**src/include/lcd_pkg.sv**
```systemverilog
// lcd_pkg: shared constants, types and helpers for the lcd display block
package lcd_pkg;

   // ******************************************************
   // clock and timing
   // ******************************************************
   localparam int CLK_MHZ       = 10;
   localparam int INIT_BUSY_US  = 7000;
   localparam int RST_MIN_US    = 1200;
   localparam int INIT_BUSY_CYC = INIT_BUSY_US * CLK_MHZ;
   localparam int RST_MIN_CYC   = RST_MIN_US * CLK_MHZ;
   localparam int SCAN_DIV_DEF  = 16;
   localparam int BLINK_LOG2    = 4;

   // ******************************************************
   // geometry
   // ******************************************************
   localparam int NCOM        = 37;
   localparam int NSEG        = 63;
   localparam int COLS        = 12;
   localparam int DOTS        = 5;
   localparam int CHAR_SEGS   = COLS * DOTS;
   localparam int SCAN_ROWS   = 36;
   localparam int ICON_ADDRS  = 6;
   localparam int ICON_BITS   = 4;

   localparam logic [5:0] ICON_ROW0  = 6'h20;
   localparam logic [5:0] LAST_ROW   = 6'h23;
   localparam logic [3:0] COL_END    = 4'hc;
   localparam logic [2:0] CURSOR_ROW = 3'h7;
   localparam logic [4:0] DOTS_ALL   = 5'h1f;

   // ******************************************************
   // ram map and codes
   // ******************************************************
   localparam logic [1:0] SPACE_DDR  = 2'h0;
   localparam logic [1:0] SPACE_UFR  = 2'h2;
   localparam logic [1:0] SPACE_ICON = 2'h3;
   localparam logic [6:0] ICON_BASE  = 7'h60;
   localparam logic [7:0] SPACE_CODE = 8'h20;
   localparam logic [5:0] UF_MASK    = 6'h00;

   // ******************************************************
   // types
   // ******************************************************
   typedef struct packed {
      logic       en;
      logic [6:0] addr;
      logic [7:0] data;
   } lcd_wr_type;

   typedef struct packed {
      logic disp_on;
      logic cursor_on;
      logic blink_on;
   } lcd_dctl_type;

   typedef enum logic [2:0] {
      ST_RUN  = 3'b001,
      ST_HOLD = 3'b010,
      ST_BUSY = 3'b100
   } lcd_init_type;

   // user font selected when code bits 7..2 are all zero
   function automatic logic lcd_is_ufont(input logic [7:0] code);
      return code[7:2] == UF_MASK;
   endfunction

endpackage

```
**src/hw/lcd_glyph_row.sv**
```systemverilog
// lcd_glyph_row: dot row of one character cell with cursor and blink
`timescale 1ns/10ps
module lcd_glyph_row
   import lcd_pkg::*;
(
   input  wire logic [7:0]   code_i,
   input  wire logic [2:0]   row_i,
   input  wire logic [4:0]   ufr_dots_i,
   input  wire logic [4:0]   rom_dots_i,
   input  wire logic         cursor_here_i,
   input  wire lcd_dctl_type dctl_i,
   input  wire logic         blink_phase_i,
   output logic      [4:0]   ufr_idx_o,
   output logic      [4:0]   dots_o
);

   wire       is_uf;
   wire [4:0] pat;
   wire       cur_line;
   wire       blink_fill;

   assign is_uf      = lcd_is_ufont(code_i);
   assign ufr_idx_o  = {code_i[1:0], row_i};
   // bit 4 is the leftmost dot, a one lights it
   assign pat        = is_uf ? ufr_dots_i :
                       (row_i == CURSOR_ROW) ? 5'h00 : rom_dots_i;
   assign cur_line   = cursor_here_i && dctl_i.cursor_on &&
                       (row_i == CURSOR_ROW);
   assign blink_fill = cursor_here_i && dctl_i.blink_on &&
                       blink_phase_i;
   // cursor ored into the eighth row, stored ones stay visible
   assign dots_o     = blink_fill ? DOTS_ALL :
                       (pat | {DOTS{cur_line}});

endmodule // lcd_glyph_row

```
**src/hw/lcd_ram_map_cursor_init.sv**
```systemverilog
// lcd_ram_map_cursor_init: display rams, refresh scan, cursor and init
//
// Notes on behaviour
// - codes with bits 7..2 zero use user font
// - font data bits 0..4 are row dots
// - font bit one lights dot, zero dark
// - 128 icons from icon ram 60h..7fh, d0..d4
// - icon bits 5..7 accepted, never shown
// - unbacked icon crossings always driven off
// - icon ram undefined after reset; host clears
// - refresh reads independent of host writes
// - row patterns latched into segment registers
// - cursor and blink at address counter cell
// - cursor shown even for font/icon addresses
// - power-up init holds busy for 7 ms
// - reset pin low over 1.2 ms initialises
// - busy 7 ms after reset pin release
// - font address is code[1:0] then row
// - eighth row ored with cursor line
// - busy flag one while operating internally
`timescale 1ns/10ps
module lcd_ram_map_cursor_init
   import lcd_pkg::*;
#(
   parameter int INIT_BUSY = INIT_BUSY_CYC,
   parameter int RST_MIN   = RST_MIN_CYC,
   parameter int SCAN_DIV  = SCAN_DIV_DEF
) (
   input  wire logic             ref_clk_i,
   input  wire logic             rst_n_i,
   input  wire logic             clk_en_i,
   input  wire logic             reset_pin_n_i,
   input  wire lcd_wr_type       host_wr_i,
   input  wire logic             ac_load_i,
   input  wire logic [6:0]       ac_value_i,
   input  wire lcd_dctl_type     dctl_i,
   input  wire logic [4:0]       font_rom_dots_i,
   output logic      [7:0]       font_rom_code_o,
   output logic      [2:0]       font_rom_row_o,
   output logic      [6:0]       address_counter_o,
   output logic                  busy_flag_o,
   output logic      [NCOM-1:0]  com_o,
   output logic      [NSEG-1:0]  seg_o
);

   localparam int BW = $clog2(INIT_BUSY + 1);
   localparam int RW = $clog2(RST_MIN + 1);
   localparam int SW = $clog2(SCAN_DIV + 1);

   // ******************************************************
   // elaboration checks
   // ******************************************************
   if (INIT_BUSY < 2 || RST_MIN < 1) begin : g_bad_time
      $error("init busy or reset length too small");
   end
   if (SCAN_DIV < 2) begin : g_bad_div
      $error("scan divider must be at least 2");
   end

   // ******************************************************
   // storage
   // ******************************************************
   logic [7:0] ddr_mem  [64];
   logic [4:0] ufr_mem  [32];
   logic [4:0] icon_mem [32];

   // the busy period must be long enough to fill every display ram cell
   if (INIT_BUSY < $size(ddr_mem)) begin : g_short_clear
      $error("init busy shorter than display ram clear");
   end

   // ******************************************************
   // initialisation and busy
   // ******************************************************
   lcd_init_type  st_q;
   lcd_init_type  st_d;
   logic [BW-1:0] busy_cnt_q;
   logic [BW-1:0] busy_cnt_d;
   logic [RW-1:0] low_cnt_q;
   logic          pin_s1_q;
   logic          pin_s2_q;
   logic [5:0]    clr_idx_q;
   logic [6:0]    ac_q;
   wire           busy;
   wire           pin_trig;
   wire           busy_done;

   assign busy      = (st_q != ST_RUN);
   assign pin_trig  = !pin_s2_q && (low_cnt_q == RW'(RST_MIN));
   assign busy_done = (busy_cnt_q == BW'(INIT_BUSY - 1));

   always_comb begin
      st_d       = st_q;
      busy_cnt_d = busy_cnt_q;
      if (pin_trig) begin
         st_d = ST_HOLD;
      end else begin
         unique case (st_q)
            ST_HOLD: begin
               busy_cnt_d = '0;
               if (pin_s2_q) begin
                  st_d = ST_BUSY;
               end
            end
            ST_BUSY: begin
               if (busy_done) begin
                  st_d = ST_RUN;
               end else begin
                  busy_cnt_d = busy_cnt_q + BW'(1);
               end
            end
            ST_RUN: begin
               st_d = ST_RUN;
            end
         endcase
      end
   end

   always_ff @(posedge ref_clk_i) begin
      if (!rst_n_i) begin
         pin_s1_q <= 1'b1;
         pin_s2_q <= 1'b1;
      end else if (clk_en_i) begin
         pin_s1_q <= reset_pin_n_i;
         pin_s2_q <= pin_s1_q;
      end
   end

   always_ff @(posedge ref_clk_i) begin
      if (!rst_n_i) begin
         st_q       <= ST_BUSY;
         busy_cnt_q <= '0;
         low_cnt_q  <= '0;
      end else if (clk_en_i) begin
         st_q       <= st_d;
         busy_cnt_q <= busy_cnt_d;
         if (pin_s2_q) begin
            low_cnt_q <= '0;
         end else if (low_cnt_q != RW'(RST_MIN)) begin
            low_cnt_q <= low_cnt_q + RW'(1);
         end
      end
   end

   // ******************************************************
   // host access port
   // ******************************************************
   wire       host_ok;
   wire [1:0] space;

   assign host_ok = host_wr_i.en && !busy;
   assign space   = host_wr_i.addr[6:5];

   // host writes use their own port, refresh reads never wait on them
   always_ff @(posedge ref_clk_i) begin
      if (clk_en_i) begin
         if (busy) begin
            ddr_mem[clr_idx_q] <= SPACE_CODE;
         end else if (host_ok && space[1] == SPACE_DDR[1]) begin
            ddr_mem[host_wr_i.addr[5:0]] <= host_wr_i.data;
         end
         if (host_ok && space == SPACE_UFR) begin
            ufr_mem[host_wr_i.addr[4:0]] <= host_wr_i.data[4:0];
         end
         // upper data bits are dropped; no reset, software clears
         if (host_ok && space == SPACE_ICON) begin
            icon_mem[host_wr_i.addr[4:0]] <= host_wr_i.data[4:0];
         end
      end
   end

   always_ff @(posedge ref_clk_i) begin
      if (!rst_n_i) begin
         clr_idx_q <= '0;
         ac_q      <= '0;
      end else if (clk_en_i) begin
         clr_idx_q <= busy ? clr_idx_q + 6'h01 : '0;
         if (busy) begin
            ac_q <= '0;
         end else if (ac_load_i) begin
            ac_q <= ac_value_i;
         end
      end
   end

   // ******************************************************
   // refresh scan
   // ******************************************************
   logic [SW-1:0]        div_q;
   logic [5:0]           row_q;
   logic [3:0]           col_q;
   logic [7:0]           code_q;
   logic                 cur_q;
   logic                 fv_q;
   logic [CHAR_SEGS-1:0] shadow_q;
   logic [BLINK_LOG2:0]  frame_q;
   logic [NCOM-1:0]      com_q;
   logic [NSEG-1:0]      seg_q;
   logic [CHAR_SEGS-1:0] icon_seg;
   logic [NSEG-1:0]      seg_d;
   wire                  tick;
   wire                  fetch;
   wire                  latch;
   wire [1:0]            line;
   wire                  char_row;
   wire [4:0]            ufr_idx;
   wire [4:0]            ufr_rd;
   wire [4:0]            dots;
   wire [1:0]            icon_col;
   wire [4:0]            ic0_idx;
   wire [4:0]            ic1_idx;

   assign tick     = (div_q == SW'(SCAN_DIV - 1));
   assign fetch    = tick && (col_q != COL_END);
   assign latch    = tick && (col_q == COL_END);
   assign line     = row_q[4:3];
   assign char_row = (row_q < ICON_ROW0);
   assign ufr_rd   = ufr_mem[ufr_idx];

   lcd_glyph_row u_glyph (
      .code_i        (code_q),
      .row_i         (row_q[2:0]),
      .ufr_dots_i    (ufr_rd),
      .rom_dots_i    (font_rom_dots_i),
      .cursor_here_i (cur_q),
      .dctl_i        (dctl_i),
      .blink_phase_i (frame_q[BLINK_LOG2]),
      .ufr_idx_o     (ufr_idx),
      .dots_o        (dots)
   );

   // icon columns cross only the even commons of each text line
   assign ic0_idx  = {line, 1'b0, row_q[2:1]};
   assign ic1_idx  = {line, 1'b1, row_q[2:1]};
   assign icon_col = row_q[0] ? 2'b00 :
                     {icon_mem[ic1_idx][0], icon_mem[ic0_idx][0]};

   // icon commons: d4..d1 of the first six bytes of the line
   always_comb begin
      icon_seg = '0;
      for (int a = 0; a < ICON_ADDRS; a++) begin
         for (int b = 0; b < ICON_BITS; b++) begin
            icon_seg[a * ICON_BITS + b] =
               icon_mem[{row_q[1:0], 3'(a)}][4 - b];
         end
      end
   end

   assign seg_d = !dctl_i.disp_on ? '0 :
                  char_row ? {1'b0, icon_col, shadow_q} :
                  {3'b000, icon_seg};

   always_ff @(posedge ref_clk_i) begin
      if (!rst_n_i) begin
         div_q    <= '0;
         row_q    <= '0;
         col_q    <= '0;
         code_q   <= '0;
         cur_q    <= 1'b0;
         fv_q     <= 1'b0;
         shadow_q <= '0;
         frame_q  <= '0;
         com_q    <= '0;
         seg_q    <= '0;
      end else if (clk_en_i) begin
         div_q <= tick ? '0 : div_q + SW'(1);
         fv_q  <= fetch;
         if (fetch) begin
            code_q <= ddr_mem[{line, col_q}];
            // counter values with low nibble 0..b decode to a cell, font/icon too
            cur_q  <= (ac_q[5:4] == line) && (ac_q[3:0] == col_q);
            col_q  <= col_q + 4'h1;
         end
         if (fv_q) begin
            shadow_q <= {shadow_q[CHAR_SEGS-DOTS-1:0], dots};
         end
         if (latch) begin
            seg_q <= seg_d;
            com_q <= {{(NCOM-1){1'b0}}, 1'b1} << row_q;
            col_q <= '0;
            if (row_q == LAST_ROW) begin
               row_q   <= '0;
               frame_q <= frame_q + 1'b1;
            end else begin
               row_q <= row_q + 6'h01;
            end
         end
      end
   end

   assign font_rom_code_o   = code_q;
   assign font_rom_row_o    = row_q[2:0];
   assign address_counter_o = ac_q;
   assign busy_flag_o       = busy;
   assign com_o             = com_q;
   assign seg_o             = seg_q;
endmodule // lcd_ram_map_cursor_init

```
**config.mk**
```make
export PLATFORM = sky130hd
export DESIGN_NAME = lcd_ram_map_cursor_init
export DESIGN_NICKNAME = d
export VERILOG_FILES = /design/src/include/lcd_pkg.sv /design/src/hw/lcd_glyph_row.sv /design/src/hw/lcd_ram_map_cursor_init.sv
export SDC_FILE = /design/constraint.sdc
export NUM_CORES = 1
export LEC_CHECK = 0
export ABC_AREA = 1
export BUFFER_PORTS_ARGS = -buffer_cell sky130_fd_sc_hd__buf_2
export CORE_MARGIN = 4
export CORE_UTILIZATION = 39
export CTS_CLUSTER_DIAMETER = 120
export CTS_CLUSTER_SIZE = 20
export DETAILED_ROUTE_END_ITERATION = 10
export GPL_TIMING_DRIVEN = 0
export PLACE_DENSITY = 0.51
export SLEW_MARGIN = 30
export SYNTH_ARGS = -nofsm -noshare
export SYNTH_HDL_FRONTEND = slang
export SYNTH_SLANG_ARGS = --single-unit
```
**constraint.sdc**
```tcl
create_clock -name ref_clk_i -period 4.3 [get_ports ref_clk_i]
set_clock_uncertainty 0.2 [all_clocks]
set_input_delay 0.43 -clock ref_clk_i [delete_from_list [all_inputs] [get_ports ref_clk_i]]
set_output_delay 0.43 -clock ref_clk_i [all_outputs]
set_load 0.005 [all_outputs]
```
Word level (Yosys, flattened, before mapping):

Memory sizes are Yosys's and may differ from the RTL's. A register that Yosys moved wholly into a read port is not among the register bits.
Index checks and enable logic that the tools add are counted.

* register bits: 231
* memory bits (writable): 832
* input bits: 36
* output and inout bits: 119
* word-level logic and storage cells: 133
* memories: 3

Memories
* ddr_mem: words 64, bits a word 8, read ports 1, clocked after Yosys merged registers in 1, write ports 1, RTL line lcd_ram_map_cursor_init.sv:63 `logic [7:0] ddr_mem [64];`
* icon_mem: words 32, bits a word 5, read ports 8, clocked after Yosys merged registers in 8, write ports 1, RTL line lcd_ram_map_cursor_init.sv:65 `logic [4:0] icon_mem [32];`
* ufr_mem: words 32, bits a word 5, read ports 1, clocked after Yosys merged registers in 0, write ports 1, RTL line lcd_ram_map_cursor_init.sv:64 `logic [4:0] ufr_mem [32];`

* add/sub/neg operators: 7
* $lt $le $gt $ge: 1
* eq/ne operators: 19
* shift-type cells: 1
* mux-type cells: 53
* bitwise operators: 3
* reduce and logical (&&, ||, !) cells: 30

Operators by type and width (count)
* $mux 62: 2
* $mux 5: 20
* $shl 1x6->37 const A: 1
* $pmux 17 s2: 1
* $mux 14: 2
* $mux 6: 3
* $add 17x1->17 const B: 1
* $eq 17x17->1 const B: 1
* $mux 17: 1
* $add 14x1->14 const B: 1
* $eq 14x14->1 const B: 1
* $mux 1: 14
* $mux 7: 2
* $ne 14x14->1 const B: 1
* $add 6x1->6 const B: 2
* $logic_and 1x1->1: 12
* $reduce_and 2->1: 6
* $add 5x1->5 const B: 2
* $mux 3: 3
* $pmux 3 s3: 1
* $mux 4: 2
* $mux 8: 1
* $reduce_bool 2->1: 4
* $reduce_or 8->1: 1
* 22 further kinds: 29

Depth between registers and ports, before layout:

* word-level depth: 10
* mapped depth: 15
* gate-level depth less buffers: 13

Modules after synthesis:

From an unflattened synthesis, not the netlist that was laid out.

* cells, all modules: 4254
* area total of the unflattened synthesis: 43390.4 um2

Modules (own cells, without submodules)
* lcd_ram_map_cursor_init: instances 1, cells each 4213, area an instance 43145.1 um2, sequential area each 28887.7 um2
* lcd_glyph_row: instances 1, cells each 41, area an instance 245.2 um2, sequential area each 0.0 um2

Least setup slack after synthesis:

No wires, ideal clock.

* path type: register to register
* from: register st_q[0]
* to: memory ddr_mem[0][0], data pin
* setup time: 0.499 ns
* data arrival time: 2.441 ns
* required time: 3.601 ns
* setup slack: 1.160 ns
* cell stages (with the launch flop): 6
* path buffers: 1
* period minus slack after synthesis: 3.140 ns
* path through: dfxtp_1 > nand3_4 > nor2_2 > nand2_1 > buf_2 > nor2_1

* cells in the longest elaborated chain, start to end: 10

RTL lines
* start, declared: RTL line lcd_ram_map_cursor_init.sv:75 `lcd_init_type st_q;`
* start signal, assigned: RTL line lcd_ram_map_cursor_init.sv:135 `st_q <= st_d;`
* $ne 3x1->1 (*): RTL line lcd_ram_map_cursor_init.sv:88 `assign busy = (st_q != ST_RUN);`
* via busy_flag_o: RTL line lcd_ram_map_cursor_init.sv:41 `output logic busy_flag_o,`
* $logic_not 1->1: RTL line lcd_ram_map_cursor_init.sv:151 `assign host_ok = host_wr_i.en && !busy;`
* $logic_and 1x1->1: RTL line lcd_ram_map_cursor_init.sv:151
* $logic_and 1x1->1: RTL line lcd_ram_map_cursor_init.sv:159 `end else if (host_ok && space[1] == SPACE_DDR[1]) begin`
* $mux 1: RTL line lcd_ram_map_cursor_init.sv:159
* $mux 1 (*): RTL line lcd_ram_map_cursor_init.sv:157 `if (busy) begin`
* $mux 1 (*): RTL line lcd_ram_map_cursor_init.sv:156 `if (clk_en_i) begin`
* $mux 1 (not written as such) (*): RTL line lcd_ram_map_cursor_init.sv:160 `ddr_mem[host_wr_i.addr[5:0]] <= host_wr_i.data;`
* $reduce_or 8->1 (no line) (*)
* $mux 8 (no line) (*)
* end, declared: RTL line lcd_ram_map_cursor_init.sv:63

Mark *: on every way through the listed nets, which the timed path passes. The rest lies on a longest branch.

Final worst setup path:

* from: register col_q[0]
* to: register seg_q[60] (netlist: seg_o[60])

* cells in the longest elaborated chain, start to end: 3

RTL lines
* start, declared: RTL line lcd_ram_map_cursor_init.sv:191 `logic [3:0] col_q;`
* start signal, assigned: RTL line lcd_ram_map_cursor_init.sv:272 `col_q <= col_q + 4'h1;`
* $eq 4x4->1: RTL line lcd_ram_map_cursor_init.sv:215 `assign latch = tick && (col_q == COL_END);`
* $logic_and 1x1->1: RTL line lcd_ram_map_cursor_init.sv:215
* $reduce_and 2->1 (no line)
* end signal, assigned: RTL line lcd_ram_map_cursor_init.sv:278 `seg_q <= seg_d;`
* end, declared: RTL line lcd_ram_map_cursor_init.sv:198 `logic [NSEG-1:0] seg_q;`

No other way between the ends.
A chain may end at the register's enable or synchronous reset.

==> metrics.csv <==
metric,value,unit
design area,48700,um2
Die H,342,um
first-pass GRT wire length,201000,um
worst vdd ir,0.347,mV
fmax,253,MHz
Via Count,31966,
post-synthesis sequential area ratio,0.663,
period utilization,0.920,
clock root cell,clkbuf_16,
Yosys reg bits,1043,
Leak,18.0,nW
Buf/Inv on CP,6,
post-route DRC violation count,0,
async set-or-reset flop fraction in the synthesized netlist,0,
biggest cell delay along the critical path,670,ps
Post-synth EDFFs,800,
Netlist cell types,51,
CTS buffer count,58,
CP Depth,13,
DIE WIDTH,342,um
crit path DAT,4410,ps
Syn Nets,4396,
pwr/cell area,350,nW/um2
Clock Path Buffers,3,
crit-path leading delay family,buffers and inverters,
Synth area leader,edfxtp_1,
busiest grt layer,met2,
Max Slew Vio Count,0,
clock slew at reported path FFs,90,ps
met1 global-route usage,0.339,
post-DP HPWL,98200,um
Via density,5.22,
Area contributors post-synth,"edfxtp_1 55%, dfxtp_1 11%, nand2_1 9.8%",
met2 usage,0.361,
Slew headroom,0.304,
final hold vios,0,
gpl congestion,0.889,
PortBufs,152,
Setup crit end kind,flip-flop,
Final setup viols,0,
CP startpoint kind,flip-flop,
RSZ-0062 raised after global routing,false,
Clock Latency Late Sink,720,ps
CTS tree,built,
worst slew pin tran,1040,ps
Core ar.,111000,um2
Initial Util,0.393,
area share of the largest cell type after synthesis,0.551,
Ports,155,
PnR Total Power,0.0170,W
Overall Global Routing Usage,0.230,
vias in the first global route,30062,
Post-Synthesis Cells,4346,
largest net degree at the start of global routing,66,
most frequent cells after synthesis,"1143 x nand2_1, 800 x edfxtp_1, 570 x nand3_1",
"Area growth, synth to finish",11.7,%
nets@finish,4651,
die area,117000,um2
number of synthesis warnings,0,
placed cell area,46800,um2
worst hold path depth,1,
worst-path fanout max,10,
Worst Reg-to-Reg Cells,13,
drt initial violations,2985,
Max-Cap Viols,0,
drt first pass iters,5,
CTS H-tree lvls,2,
Setup Buffers After CTS,0,
WL final,138000,um
Resized cells post-CTS,0,
CP required,4760,ps
"Top FF cell, synth",edfxtp_1,
total grt overflow,0,
Sink Count,1043,
hold_buf cts,22,
cell chain of the critical path,"buf_2, clkinv_1, clkbuf_1, buf_2, ha_1, inv_1, nor2_1, nand2_2, inv_1, nand2_1, nor4_1, nand3_1, nand2_1",
Synth Area per Inst,10.0,um2
layout cell share with drive strength beyond 1,0.0691,
mapped cell area,43600,um2
most frequent cell after synthesis,nand2_1,
wire per inst,22.5,um
number of antenna violations at the first check in global routing,3,
row count,122,
Final ANT Viol Nets,0,
status,"finished, final reports clean",
worst hold path type,input port to flip-flop,
grt met3 use,0.0323,
min Tclk post-route,3950,ps
CP max-delay cell,nor4_1,
Crit Path Class,flip-flop to flip-flop,
hold slack,58.8,ps
## sequential cells by signal, indices dropped and copies added, names as in the netlist, named ones only
register and cells:
row_q 6, low_cnt_q 14, ufr_mem 160, pin_s2_q 1, busy_cnt_q 17, icon_mem 128
shadow_q 60, seg_o 62, frame_q 5, clr_idx_q 6, cur_q 1, font_rom_code_o 8
pin_s1_q 1, fv_q 1, col_q 4, address_counter_o 7, ddr_mem 512, st_q 3
div_q 5, com_o 37
## power by group
part	internal, W	switching (W)
combinational	0.0000785	0.000276
sequential	0.0108	0.0000146
clock	0.00254	0.00337
## logic make-up (layout without fill, tap and decap cells)
group / Yosys count / after routing / share of synthesized area
and+or+nand+nor: 2231 / 2231 / 0.215
DFF: 1043 / 1043 / 0.663
buffers and inverters: 552 / 839 / 0.0493
AOI/OAI and AO/OA: 478 / 478 / 0.0628
xor gates and xnor gates: 26 / 26 / 0.00523
adders and majority gates: 14 / 14 / 0.00402
other: 1 / 3 / 0.0000861
muxes: 1 / 1 / 0.000230
## through the flow
step / util / setup TNS, ps / cells / setup WS (ps)
detailed placement: 0.423 / 0 / 6007 / 361
floorplan: - / 0 / 4346 / 1160
global route: 0.439 / 0 / 6122 / 74.5
CTS: 0.439 / 0 / 6121 / 345
finish: 0.439 / 0 / 6123 / 345
global placement: 0.417 / -1011700 / 5986 / -2690
## final cells by class
class / instances / area [um2]
clock buffers: 88 / 1560
fillers: 10811 / 62100
multi-input cells: 2751 / 12600
inverters: 297 / 1120
diodes: 2 / 5.00
repair buffers: 195 / 1550
well taps: 1488 / 1860
plain buffers: 255 / 1030
flip-flops and latches: 1043 / 28900
clock inverters: 4 / 76.3
## worst register-to-register path, cell delays in order (launching register included)
cell and delay [ps]:
dfxtp_1 330, buf_2 200, clkinv_1 140, clkbuf_1 590
buf_2 400, ha_1 200, inv_1 40, nor2_1 180
nand2_2 290, inv_1 330, nand2_1 110, nor4_1 670
nand3_1 160, nand2_1 100
## placed cells by master, fill, tap and decap left out, types with 36 or more instances in the layout
cell type and instances:
nor2_1 437, buf_2 184, edfxtp_1 800, a21oi_1 137, clkbuf_1 215, o21ai_0 226
inv_1 282, clkbuf_16 58, nand2_1 1143, o211ai_1 36, nand3_1 570, dfxtp_1 243
## layer usage
metal	part of all wire	vias to the layer above	routed length [um]
li1	-	15225	-
met2	0.45	919	61800
met5	0.00015	-	20
met1	0.47	15662	64100
met3	0.060	158	8220
met4	0.025	2	3420
## final timing paths
check                     from              to  slack [ps]
setup / recovery      col_q[0]       seg_o[60]         350
hold / removal    host_wr_i[0]  ufr_mem[15][0]          60
setup reg to reg      col_q[0]       seg_o[60]         350
hold reg to reg       div_q[4]        div_q[4]         270
Power figures use the tool's default switching activity.
